## src/common/cpu_flags_pkg.sv

```systemverilog
/*
  shared constants, types and carriers for the instruction pointer and
  status/control flags block.
  assumes a single core clock and an apb register port with 32-bit data.
*/
package cpu_flags_pkg;

  // register byte offsets on the apb port
  localparam logic [11:0] OFS_FLAGS = 12'h000;
  localparam logic [11:0] OFS_IP = 12'h004;
  localparam logic [11:0] OFS_CTRL = 12'h008;
  localparam logic [11:0] OFS_STAT = 12'h00c;

  // flag bit positions
  localparam int CF_BIT = 0;
  localparam int PF_BIT = 2;
  localparam int AF_BIT = 4;
  localparam int ZF_BIT = 6;
  localparam int SF_BIT = 7;
  localparam int TF_BIT = 8;
  localparam int IF_BIT = 9;
  localparam int DF_BIT = 10;
  localparam int OF_BIT = 11;
  localparam int IO_PRIVILEGE_LEVEL_LO = 12;
  localparam int NT_BIT = 14;
  localparam int RF_BIT = 16;
  localparam int VM_BIT = 17;
  localparam int AC_BIT = 18;
  localparam int ID_BIT = 21;

  // control register field positions
  localparam int CTRL_PE = 0;
  localparam int CTRL_AM = 1;
  localparam int CTRL_FQE = 2;
  localparam int CTRL_CPL_LO = 4;

  // values after reset and write masks
  localparam logic [31:0] FLAGS_RESET = 32'h0000_0002;
  localparam logic [31:0] FLAGS_DEFINED = 32'h0027_7fd5;
  localparam logic [31:0] FLAGS_ONES = 32'h0000_0002;
  localparam logic [31:0] POP_MASK = 32'h0005_7dd5;
  localparam logic [31:0] LEGACY_MASK = 32'h0000_ffff;
  localparam logic [31:0] IP_RESET = 32'h0000_0000;
  localparam logic [1:0] CPL_RESET = 2'h0;

  typedef enum logic [1:0] {
    W8 = 2'b00,
    W16 = 2'b01,
    W32 = 2'b11
  } width_e;

  typedef enum logic [1:0] {
    LD_POP = 2'b00,
    LD_IRET = 2'b01,
    LD_TASK = 2'b11
  } load_e;

  typedef enum logic {
    PH_IDLE = 1'b0,
    PH_ACC = 1'b1
  } apb_ph_e;

  typedef struct packed {
    logic valid;
    logic sub;
    width_e width;
    logic [31:0] a;
    logic [31:0] b;
  } alu_req_s;

  typedef struct packed {
    logic valid;
    logic [3:0] len;
    logic redirect;
    logic [31:0] target;
  } retire_s;

  typedef struct packed {
    logic valid;
    load_e kind;
    logic wide;
    logic [31:0] value;
  } flag_load_s;

  typedef struct packed {
    logic io_req;
    logic priv_op;
    logic mem_req;
    logic misaligned;
    logic debug_hit;
  } checks_s;

  typedef struct packed {
    logic step_trap;
    logic irq_ack;
    logic io_gp;
    logic vm_gp;
    logic align_fault;
    logic debug_fault;
    logic debug_suppress;
    logic task_return;
  } events_s;

  typedef struct packed {
    logic [31:0] result;
    logic cf;
    logic pf;
    logic af;
    logic zf;
    logic sf;
    logic of;
  } alu_flags_s;

  typedef struct packed {
    logic meta;
    logic stable;
  } sync_state_s;

endpackage : cpu_flags_pkg

```

## src/pin_sync.sv

```systemverilog
/*
  two flip-flop synchroniser for one asynchronous pin.
  assumes the pin may change at any time relative to pclk.
*/
`timescale 1ns/1ps
`default_nettype none

module pin_sync (
  // clock and reset
  input wire logic pclk,
  input wire logic presetn,
  // pin and synchronised level
  input wire logic pin,
  output logic level
);

  cpu_flags_pkg::sync_state_s st_q;
  cpu_flags_pkg::sync_state_s st_d;

  // meta feeds only the second stage
  always_comb begin
    st_d.meta = pin;
    st_d.stable = st_q.meta;
  end

  always_ff @(posedge pclk or negedge presetn) begin
    if (!presetn) begin
      st_q <= '0;
    end else begin
      st_q <= st_d;
    end
  end

  assign level = st_q.stable;

endmodule : pin_sync

`default_nettype wire

```

## src/flag_calc.sv

```systemverilog
/*
  arithmetic result flags for an 8, 16 or 32 bit add or subtract.
  assumes operands come from the same clock; purely combinational.
*/
`timescale 1ns/1ps
`default_nettype none

module flag_calc (
  // operation
  input wire cpu_flags_pkg::alu_req_s req,
  // result and flags
  output cpu_flags_pkg::alu_flags_s out
);

  logic [31:0] b_eff;
  logic [32:0] sum;
  logic [32:0] cvec;
  logic [31:0] mask;
  logic [5:0] msb;

  always_comb begin
    b_eff = req.sub ? ~req.b : req.b;
    sum = {1'b0, req.a} + {1'b0, b_eff} + {32'h0000_0000, req.sub};
    // carry into each bit, top entry is carry out of bit 31
    cvec = {sum[32], req.a ^ b_eff ^ sum[31:0]};
    case (req.width)
      cpu_flags_pkg::W8: begin
        mask = 32'h0000_00ff;
        msb = 6'd7;
      end
      cpu_flags_pkg::W16: begin
        mask = 32'h0000_ffff;
        msb = 6'd15;
      end
      default: begin
        mask = 32'hffff_ffff;
        msb = 6'd31;
      end
    endcase
    out.result = sum[31:0] & mask;
    // a subtract borrows when no carry comes out
    out.cf = cvec[msb + 6'd1] ^ req.sub;
    out.pf = ~^sum[7:0];
    out.af = cvec[4] ^ req.sub;
    out.zf = (out.result == 32'h0000_0000);
    out.sf = sum[msb];
    out.of = cvec[msb + 6'd1] ^ cvec[msb];
  end

endmodule : flag_calc

`default_nettype wire

```

## src/instr_pointer_and_flags_reg.sv

```systemverilog
/*
  instruction pointer and 32-bit status/control flags word, with an apb
  register port, flag derivation from arithmetic results and the control
  flag checks made on the core's check strobes, with trap and interrupt taken at instruction boundaries.
  assumes the execution core gives retire, load and check strobes on pclk,
  and that maskable_irq_pin is asynchronous.
*/
// Decided for this implementation: the APB register port and the register offsets.
`timescale 1ns/1ps
`default_nettype none

module instr_pointer_and_flags_reg (
  // clock and reset
  input wire logic pclk,
  input wire logic presetn,
  // apb register port
  input wire logic psel,
  input wire logic penable,
  input wire logic pwrite,
  input wire logic [11:0] paddr,
  input wire logic [31:0] pwdata,
  output logic [31:0] prdata,
  output logic pready,
  output logic pslverr,
  // execution core requests
  input wire cpu_flags_pkg::alu_req_s alu_req,
  input wire cpu_flags_pkg::retire_s retire,
  input wire cpu_flags_pkg::flag_load_s flag_load,
  input wire cpu_flags_pkg::checks_s checks,
  input wire logic maskable_irq_pin,
  // state and events back to the core
  output logic [31:0] next_instr_pointer,
  output logic [31:0] status_control_word,
  output logic [15:0] legacy_flags,
  output logic [31:0] alu_result,
  output logic dir_down,
  output logic seg_real_style,
  output cpu_flags_pkg::events_s events
);

  typedef struct packed {
    logic [31:0] ip;
    logic [31:0] flags;
    logic pe;
    logic am;
    logic fqe;
    logic [1:0] current_priv_level;
    logic step_armed;
    cpu_flags_pkg::apb_ph_e ph;
    logic pready;
    logic pslverr;
    logic [31:0] prdata;
    logic [31:0] result;
    logic dir_down;
    logic seg_real;
    cpu_flags_pkg::events_s ev;
  } core_state_s;

  core_state_s st_q;
  core_state_s st_d;
  cpu_flags_pkg::alu_flags_s calc;
  logic irq_level;
  logic [2:0] sel_setup;
  logic [2:0] sel_acc;
  logic [1:0] io_privilege_level_q;
  logic [31:0] load_mask;

  // returns {mapped, index}
  function automatic logic [2:0] decode_addr(input logic [11:0] addr);
    if (addr == cpu_flags_pkg::OFS_FLAGS) begin
      return 3'b100;
    end else if (addr == cpu_flags_pkg::OFS_IP) begin
      return 3'b101;
    end else if (addr == cpu_flags_pkg::OFS_CTRL) begin
      return 3'b110;
    end else if (addr == cpu_flags_pkg::OFS_STAT) begin
      return 3'b111;
    end else begin
      return 3'b000;
    end
  endfunction : decode_addr

  // masked update that also pins the reserved bits
  function automatic logic [31:0] merge_flags(input logic [31:0] old,
                                              input logic [31:0] nv,
                                              input logic [31:0] mask);
    logic [31:0] m;
    m = mask & cpu_flags_pkg::FLAGS_DEFINED;
    return (old & ~m) | (nv & m) | cpu_flags_pkg::FLAGS_ONES;
  endfunction : merge_flags

  flag_calc u_calc (
    .req(alu_req),
    .out(calc)
  );

  pin_sync u_irq_sync (
    .pclk(pclk),
    .presetn(presetn),
    .pin(maskable_irq_pin),
    .level(irq_level)
  );

  assign io_privilege_level_q = st_q.flags[cpu_flags_pkg::IO_PRIVILEGE_LEVEL_LO +: 2];
  assign sel_setup = decode_addr(paddr);
  assign sel_acc = decode_addr(paddr);

  always_comb begin
    st_d = st_q;
    st_d.ev = '0;
    load_mask = 32'h0000_0000;

    // instruction boundary work uses the flags as they stood
    if (retire.valid) begin
      if (retire.redirect) begin
        st_d.ip = retire.target;
      end else begin
        st_d.ip = st_q.ip + {28'h000_0000, retire.len};
      end
      if (st_q.step_armed && st_q.flags[cpu_flags_pkg::TF_BIT]) begin
        st_d.ev.step_trap = 1'b1;
        st_d.flags[cpu_flags_pkg::TF_BIT] = 1'b0;
      end
      // level pin: the core must drop the request once serviced
      st_d.ev.irq_ack = irq_level
                        && st_q.flags[cpu_flags_pkg::IF_BIT];
      // resume covers exactly one instruction
      st_d.flags[cpu_flags_pkg::RF_BIT] = 1'b0;
    end

    if (checks.debug_hit) begin
      st_d.ev.debug_suppress = st_q.flags[cpu_flags_pkg::RF_BIT];
      st_d.ev.debug_fault = !st_q.flags[cpu_flags_pkg::RF_BIT];
    end
    // larger level number means less privilege
    st_d.ev.io_gp = checks.io_req && st_q.pe
                    && (st_q.current_priv_level > io_privilege_level_q);
    st_d.ev.vm_gp = checks.priv_op && st_q.pe
                    && st_q.flags[cpu_flags_pkg::VM_BIT];
    st_d.ev.align_fault = checks.mem_req && checks.misaligned
                          && st_q.am
                          && st_q.flags[cpu_flags_pkg::AC_BIT];

    // arithmetic result flags
    if (alu_req.valid) begin
      st_d.result = calc.result;
      st_d.flags[cpu_flags_pkg::CF_BIT] = calc.cf;
      st_d.flags[cpu_flags_pkg::PF_BIT] = calc.pf;
      st_d.flags[cpu_flags_pkg::AF_BIT] = calc.af;
      st_d.flags[cpu_flags_pkg::ZF_BIT] = calc.zf;
      st_d.flags[cpu_flags_pkg::SF_BIT] = calc.sf;
      st_d.flags[cpu_flags_pkg::OF_BIT] = calc.of;
    end

    // loads of a whole flags value; a load wins over the trap clear
    if (flag_load.valid) begin
      case (flag_load.kind)
        cpu_flags_pkg::LD_TASK: begin
          load_mask = cpu_flags_pkg::FLAGS_DEFINED;
        end
        default: begin
          load_mask = cpu_flags_pkg::POP_MASK;
          if (flag_load.kind == cpu_flags_pkg::LD_IRET) begin
            st_d.ev.task_return =
              st_q.flags[cpu_flags_pkg::NT_BIT];
            if (st_q.current_priv_level == 2'd0) begin
              load_mask[cpu_flags_pkg::VM_BIT] = 1'b1;
            end
          end
          if (st_q.current_priv_level <= io_privilege_level_q) begin
            load_mask[cpu_flags_pkg::IF_BIT] = 1'b1;
          end
        end
      endcase
      load_mask[cpu_flags_pkg::ID_BIT] = st_q.fqe;
      if (!flag_load.wide) begin
        load_mask = load_mask & cpu_flags_pkg::LEGACY_MASK;
      end
      st_d.flags = merge_flags(st_d.flags, flag_load.value, load_mask);
    end

    // apb slave: one wait-free access phase after each setup
    case (st_q.ph)
      cpu_flags_pkg::PH_IDLE: begin
        if (psel && !penable) begin
          st_d.ph = cpu_flags_pkg::PH_ACC;
          st_d.pready = 1'b1;
          st_d.pslverr = !sel_setup[2];
          case (sel_setup[1:0])
            2'd0: st_d.prdata = st_q.flags;
            2'd1: st_d.prdata = st_q.ip;
            2'd2: st_d.prdata = {26'h000_0000, st_q.current_priv_level, 1'b0, st_q.fqe,
                                 st_q.am, st_q.pe};
            default: st_d.prdata = {30'h0000_0000, st_q.step_armed,
                                    irq_level};
          endcase
          if (!sel_setup[2]) begin
            st_d.prdata = 32'h0000_0000;
          end
        end
      end
      default: begin
        if (psel && penable && st_q.pready) begin
          st_d.ph = cpu_flags_pkg::PH_IDLE;
          st_d.pready = 1'b0;
          st_d.pslverr = 1'b0;
          if (pwrite && sel_acc[2]) begin
            case (sel_acc[1:0])
              2'd0: begin
                load_mask = cpu_flags_pkg::FLAGS_DEFINED;
                // only loads and task switches enter legacy mode
                load_mask[cpu_flags_pkg::VM_BIT] = 1'b0;
                load_mask[cpu_flags_pkg::ID_BIT] = st_q.fqe;
                st_d.flags = merge_flags(st_d.flags, pwdata, load_mask);
              end
              2'd1: st_d.ip = pwdata;
              2'd2: begin
                st_d.pe = pwdata[cpu_flags_pkg::CTRL_PE];
                st_d.am = pwdata[cpu_flags_pkg::CTRL_AM];
                st_d.fqe = pwdata[cpu_flags_pkg::CTRL_FQE];
                st_d.current_priv_level = pwdata[cpu_flags_pkg::CTRL_CPL_LO +: 2];
              end
              default: begin
              end
            endcase
          end
        end
      end
    endcase

    // trap arms on the boundary after trap flag is seen set
    if (retire.valid) begin
      st_d.step_armed = st_d.flags[cpu_flags_pkg::TF_BIT];
    end
    st_d.dir_down = st_d.flags[cpu_flags_pkg::DF_BIT];
    st_d.seg_real = !st_d.pe
                    || st_d.flags[cpu_flags_pkg::VM_BIT];
  end

  always_ff @(posedge pclk or negedge presetn) begin
    if (!presetn) begin
      st_q <= '0;
      st_q.ip <= cpu_flags_pkg::IP_RESET;
      st_q.flags <= cpu_flags_pkg::FLAGS_RESET;
      st_q.current_priv_level <= cpu_flags_pkg::CPL_RESET;
      st_q.ph <= cpu_flags_pkg::PH_IDLE;
      // protection is off out of reset, so segments load real-style
      st_q.seg_real <= 1'b1;
    end else begin
      st_q <= st_d;
    end
  end

  assign prdata = st_q.prdata;
  assign pready = st_q.pready;
  assign pslverr = st_q.pslverr;
  assign next_instr_pointer = st_q.ip;
  assign status_control_word = st_q.flags;
  assign legacy_flags = st_q.flags[15:0];
  assign alu_result = st_q.result;
  assign dir_down = st_q.dir_down;
  assign seg_real_style = st_q.seg_real;
  assign events = st_q.ev;
endmodule : instr_pointer_and_flags_reg

`default_nettype wire

```

## config.mk

```make
export PLATFORM = sky130hd
export DESIGN_NAME = instr_pointer_and_flags_reg
export DESIGN_NICKNAME = d
export VERILOG_FILES = /design/src/common/cpu_flags_pkg.sv /design/src/pin_sync.sv /design/src/flag_calc.sv /design/src/instr_pointer_and_flags_reg.sv
export SDC_FILE = /design/constraint.sdc
export NUM_CORES = 1
export LEC_CHECK = 0
export BUFFER_PORTS_ARGS = -buffer_cell sky130_fd_sc_hd__clkbuf_2
export CORE_MARGIN = 1
export CORE_UTILIZATION = 45
export DETAILED_ROUTE_END_ITERATION = 8
export PLACE_DENSITY = 0.73
export SLEW_MARGIN = 20
export SYNTH_ARGS = -nofsm -noshare
export SYNTH_HDL_FRONTEND = slang
export SYNTH_SLANG_ARGS = --single-unit
```

## constraint.sdc

```tcl
create_clock -name pclk -period 4.61 [get_ports pclk]
set_input_delay 0.461 -clock pclk [delete_from_list [all_inputs] [get_ports pclk]]
set_output_delay 0.461 -clock pclk [all_outputs]
set_load 0.1 [all_outputs]
```

==> summary.md <==
| Metric | Value |
|---|---|
| Vias per std cell | 5.52 |
| Max FO, Critical Path | 9 |
| Sw power | 2.58 mW |
| GRT Total Usage | 0.257 |
| Synthesis Warnings | 0 |
| RSZ-0062 raised after global routing | no |
| Pwr per Cell Area | 469 nW/µm² |
| Num CTS Buffers | 17 |
| Clock Skew | 0.00961 ns |
| Leak Pwr | between 5 and 6 nW |
| Pint | around 2.8 mW |
| # DRC | 0 |
| CTS H-tree lvls | 4 |
| Crit. End Element | flip-flop |
| Status | finished clean |
| Mapped cell area | ~10,000 µm² |
| RR Startpoint | next_instr_pointer[0] |
| Syn Inst Count | 1,137 |
| Diode count | 0 |
| Period utilization | 0.774 |
| Worst Reg-to-Reg Cells | 12 |
| Worst slew margin | 0.364 |
| Sequential area share after synthesis | 0.332 |
| Post-synthesis mux area share | 0.0424 |
| Clk root buf | clkbuf_16 |
| IO buf count | between 300 and 400 |
| Clock Power Share | 0.274 |
| Crit Path Class | reg -> reg |
| Synth top area cells | dfrtp_1 (33%), buf_4 (11%), ha_1 (6.0%) |
| Die area | 22,900 µm² |
| Gp weighted congestion | approximately 0.87 |
| Final Hold Vio Count | 0 |
| Setup Fix Bufs, Post-CTS | 0 |
| EDFF count, synth | 0 |
| Filler cell count | between 2,000 and 2,500 |
| Measured slew at the worst slew-check pin | 0.954 ns |
| Critical Path AT | 3.87 ns |
| Min-delay worst type | in -> async |
| Peak Freq | about 280 MHz |
| CTS tree | done |
| Total grt overflow | 0 |
| Simple-Gate Fraction of Synth Area | 0.136 |
| Area Growth Syn to Fin | 13.8% |
| R2r endpoint | next_instr_pointer[28] |
| Yosys reg bits | ~130 |
| Core area | 21,800 µm² |
| Cell variety after synth | 84 |
| Die Wd | between 150 and 200 µm |
| Layout cell share with drive strength beyond 1 | 0.306 |
| Reg2reg setup slack | approximately 1.0 ns |
| Worst vdd ir | 0.322 mV |
| Sink Count | 133 |
| CTS max path bufs | 2 |
| Post-cts sizing count | 0 |
| Final setup vio count | 0 |
| Fin. max-slew vios | 0 |
| I/O pin cnt | 353 |
| Routed vias | approximately 9,000 |
| Xor/xnor cell area share of the yosys netlist | 0.0637 |
| Adder-Cell Fraction of Synth Area | 0.0638 |
| Largest net degree at the start of global routing | between 90 and 100 |
| First-pass GRT wire length | between 40,000 and 50,000 µm |
| Post-route ant nets | 0 |
| Clk_lat worst skew | between 0.4 and 0.5 ns |
| 1st-iter DRT viols | 489 |
| Synth top area share | 0.326 |
| Synth Area in Compound Gates | 0.211 |
| Ys async rst share | 1.00 |
| Most common cell in the netlist | buf_4 |
| Vias in the first global route | about 8,300 |
| Main flop type after synthesis | dfrtp_1 |
| Clk slew on worst S/H paths | 0.06 ns |
| CP Launch Type | flip-flop |
| # Max-Cap Violations | 0 |
| DRT Pass-1 Iters | 5 |
| Detailed Route WL | roughly 30,000 µm |
| Switching Share | 0.481 |
| Yosys top cell by area | dfrtp_1 |
| Syn avg cell area | 8.83 µm² |
| Setup_tns | 0 ns |
| DP Cell Count | ~1,600 |
| Part of the power in registers | 0.275 |
| Layout Nets | between 1,500 and 2,000 |
| Die H | ~150 µm |
| CP required | between 4 and 5 ns |
| Largest family of logic cells by synthesized area | compound AO/OA/AOI/OAI gates |
| Initial antenna violation count | 1 |
| Starting Density | 0.460 |
| # hold bufs at CTS | 0 |
| Routed len/inst | 18.6 µm |
| Combinational fraction of design power | 0.451 |
| Post-Layout Cell Count | 1,590 |
| Final Critical Period | between 3 and 4 ns |
| Number of cell rows | 54 |
| Synth cell count leaders | buf_4 (152), dfrtp_1 (131), nand2_1 (96), nor2_1 (96), a21oi_1 (56) |
| HPWL after DPL | around 23,000 µm |
==> layer usage <==
| metal | global-route usage | up-vias | part of all wire |
|---|---|---|---|
| met5 | 0 | - | 0.00040 |
| met4 | 0.0815 | 2 | 0.019 |
| met3 | 0.0440 | 47 | 0.072 |
| met2 | 0.448 | 362 | 0.50 |
| met1 | 0.321 | 4155 | 0.41 |
| li1 | - | 4209 | - |
==> placed cells by master (no fill, tap or decap), drive strengths merged, types with 8 or more instances in the layout <==
master | synthesis | routed
a221oi | 14 | 14
conb | 1 | 18
ha | 48 | 48
a222oi | 13 | 13
dfrtp | 131 | 131
xnor2 | 22 | 22
nand3 | 20 | 20
o31ai | 10 | 10
and3 | 8 | 8
mux2 | 20 | 20
a22o | 21 | 21
nand2 | 96 | 96
a21o | 19 | 19
nand4 | 14 | 14
inv | 40 | 42
a211oi | 13 | 13
and2 | 9 | 9
clkbuf | 47 | 337
a21oi | 58 | 58
mux2i | 20 | 20
nor4 | 8 | 8
nor2 | 97 | 97
buf | 159 | 13
o21ai | 74 | 74
o2bb2ai | 12 | 12
xor2 | 51 | 51
==> stage by stage <==
| stage | hold WS [ns] | area, µm² | util | total power [mW] | setup WS, ns |
|---|---|---|---|---|---|
| after global placement | 0.333 | 10800 | 0.495 | 3.89 | 0.556 |
| after CTS | 0.134 | 11400 | 0.524 | 5.39 | 1.02 |
| final | 0.121 | 11400 | 0.524 | 5.36 | 1.04 |
| after global routing | 0.135 | 11400 | 0.524 | 5.59 | 0.818 |
| after detailed placement | 0.346 | 10800 | 0.495 | 3.91 | 0.604 |
| after floorplan | 0.165 | 10100 | - | 3.62 | 0.977 |
==> worst max-delay path by stage <==
stage	from	endpoint	slack, ns	cells past startpoint
after floorplan	alu_req[66]	status_control_word[6]	0.98	17
after global placement	alu_req[66]	status_control_word[6]	0.56	16
after detailed placement	alu_req[66]	status_control_word[6]	0.60	16
after CTS	alu_req[66]	status_control_word[6]	1.02	16
after global routing	alu_req[66]	status_control_word[6]	0.82	16
final	next_instr_pointer[0]	next_instr_pointer[28]	1.04	12
==> power by group through the flow <==
stage / clock [mW] / combinational, mW / sequential [mW]
CTS: 1.50 / 2.42 / 1.47
finish: 1.47 / 2.42 / 1.48
floorplan: 0 / 2.16 / 1.47
global placement: 0 / 2.40 / 1.49
global route: 1.54 / 2.55 / 1.49
detailed placement: 0 / 2.41 / 1.49
==> cell type report <==
cell class	count	area (µm²)	area share
clock buffer	20	447	0.0391
clock inverter	12	176	0.0154
inverter	41	154	0.0135
multi-input combinational	774	5280	0.462
sequential	133	3330	0.291
tap	280	350	0.0307
timing repair buffer	330	1690	0.148
==> flip-flops by register name (all words and copies together) (netlist names), 7 cells and up <==
signal               flops
events                   8
status_control_word     17
next_instr_pointer      32
prdata                  32
alu_result              32
st_q                     7
==> cell families (layout without fill, tap and decap cells) <==
logic type,count (synthesis),after routing
fa+ha+maj,50,50
flops,133,133
xor+xnor,73,73
compound gates,302,302
mux,40,40
buf+inv,247,403
other cells,1,18
simple gates,291,291
==> worst max-delay path: stages (launching register included) <==
cell	delay, ns
dfrtp_1	0.44
ha_1	0.20
inv_1	0.06
fa_1	0.37
nor2b_1	0.15
o21ai_1	0.13
a2111o_1	0.59
nor4_1	0.51
and2b_1	0.30
and3_1	0.21
o21ai_1	0.06
a221oi_1	0.33
nor2_1	0.09
No activity file was read; power rests on OpenSTA's default activity.
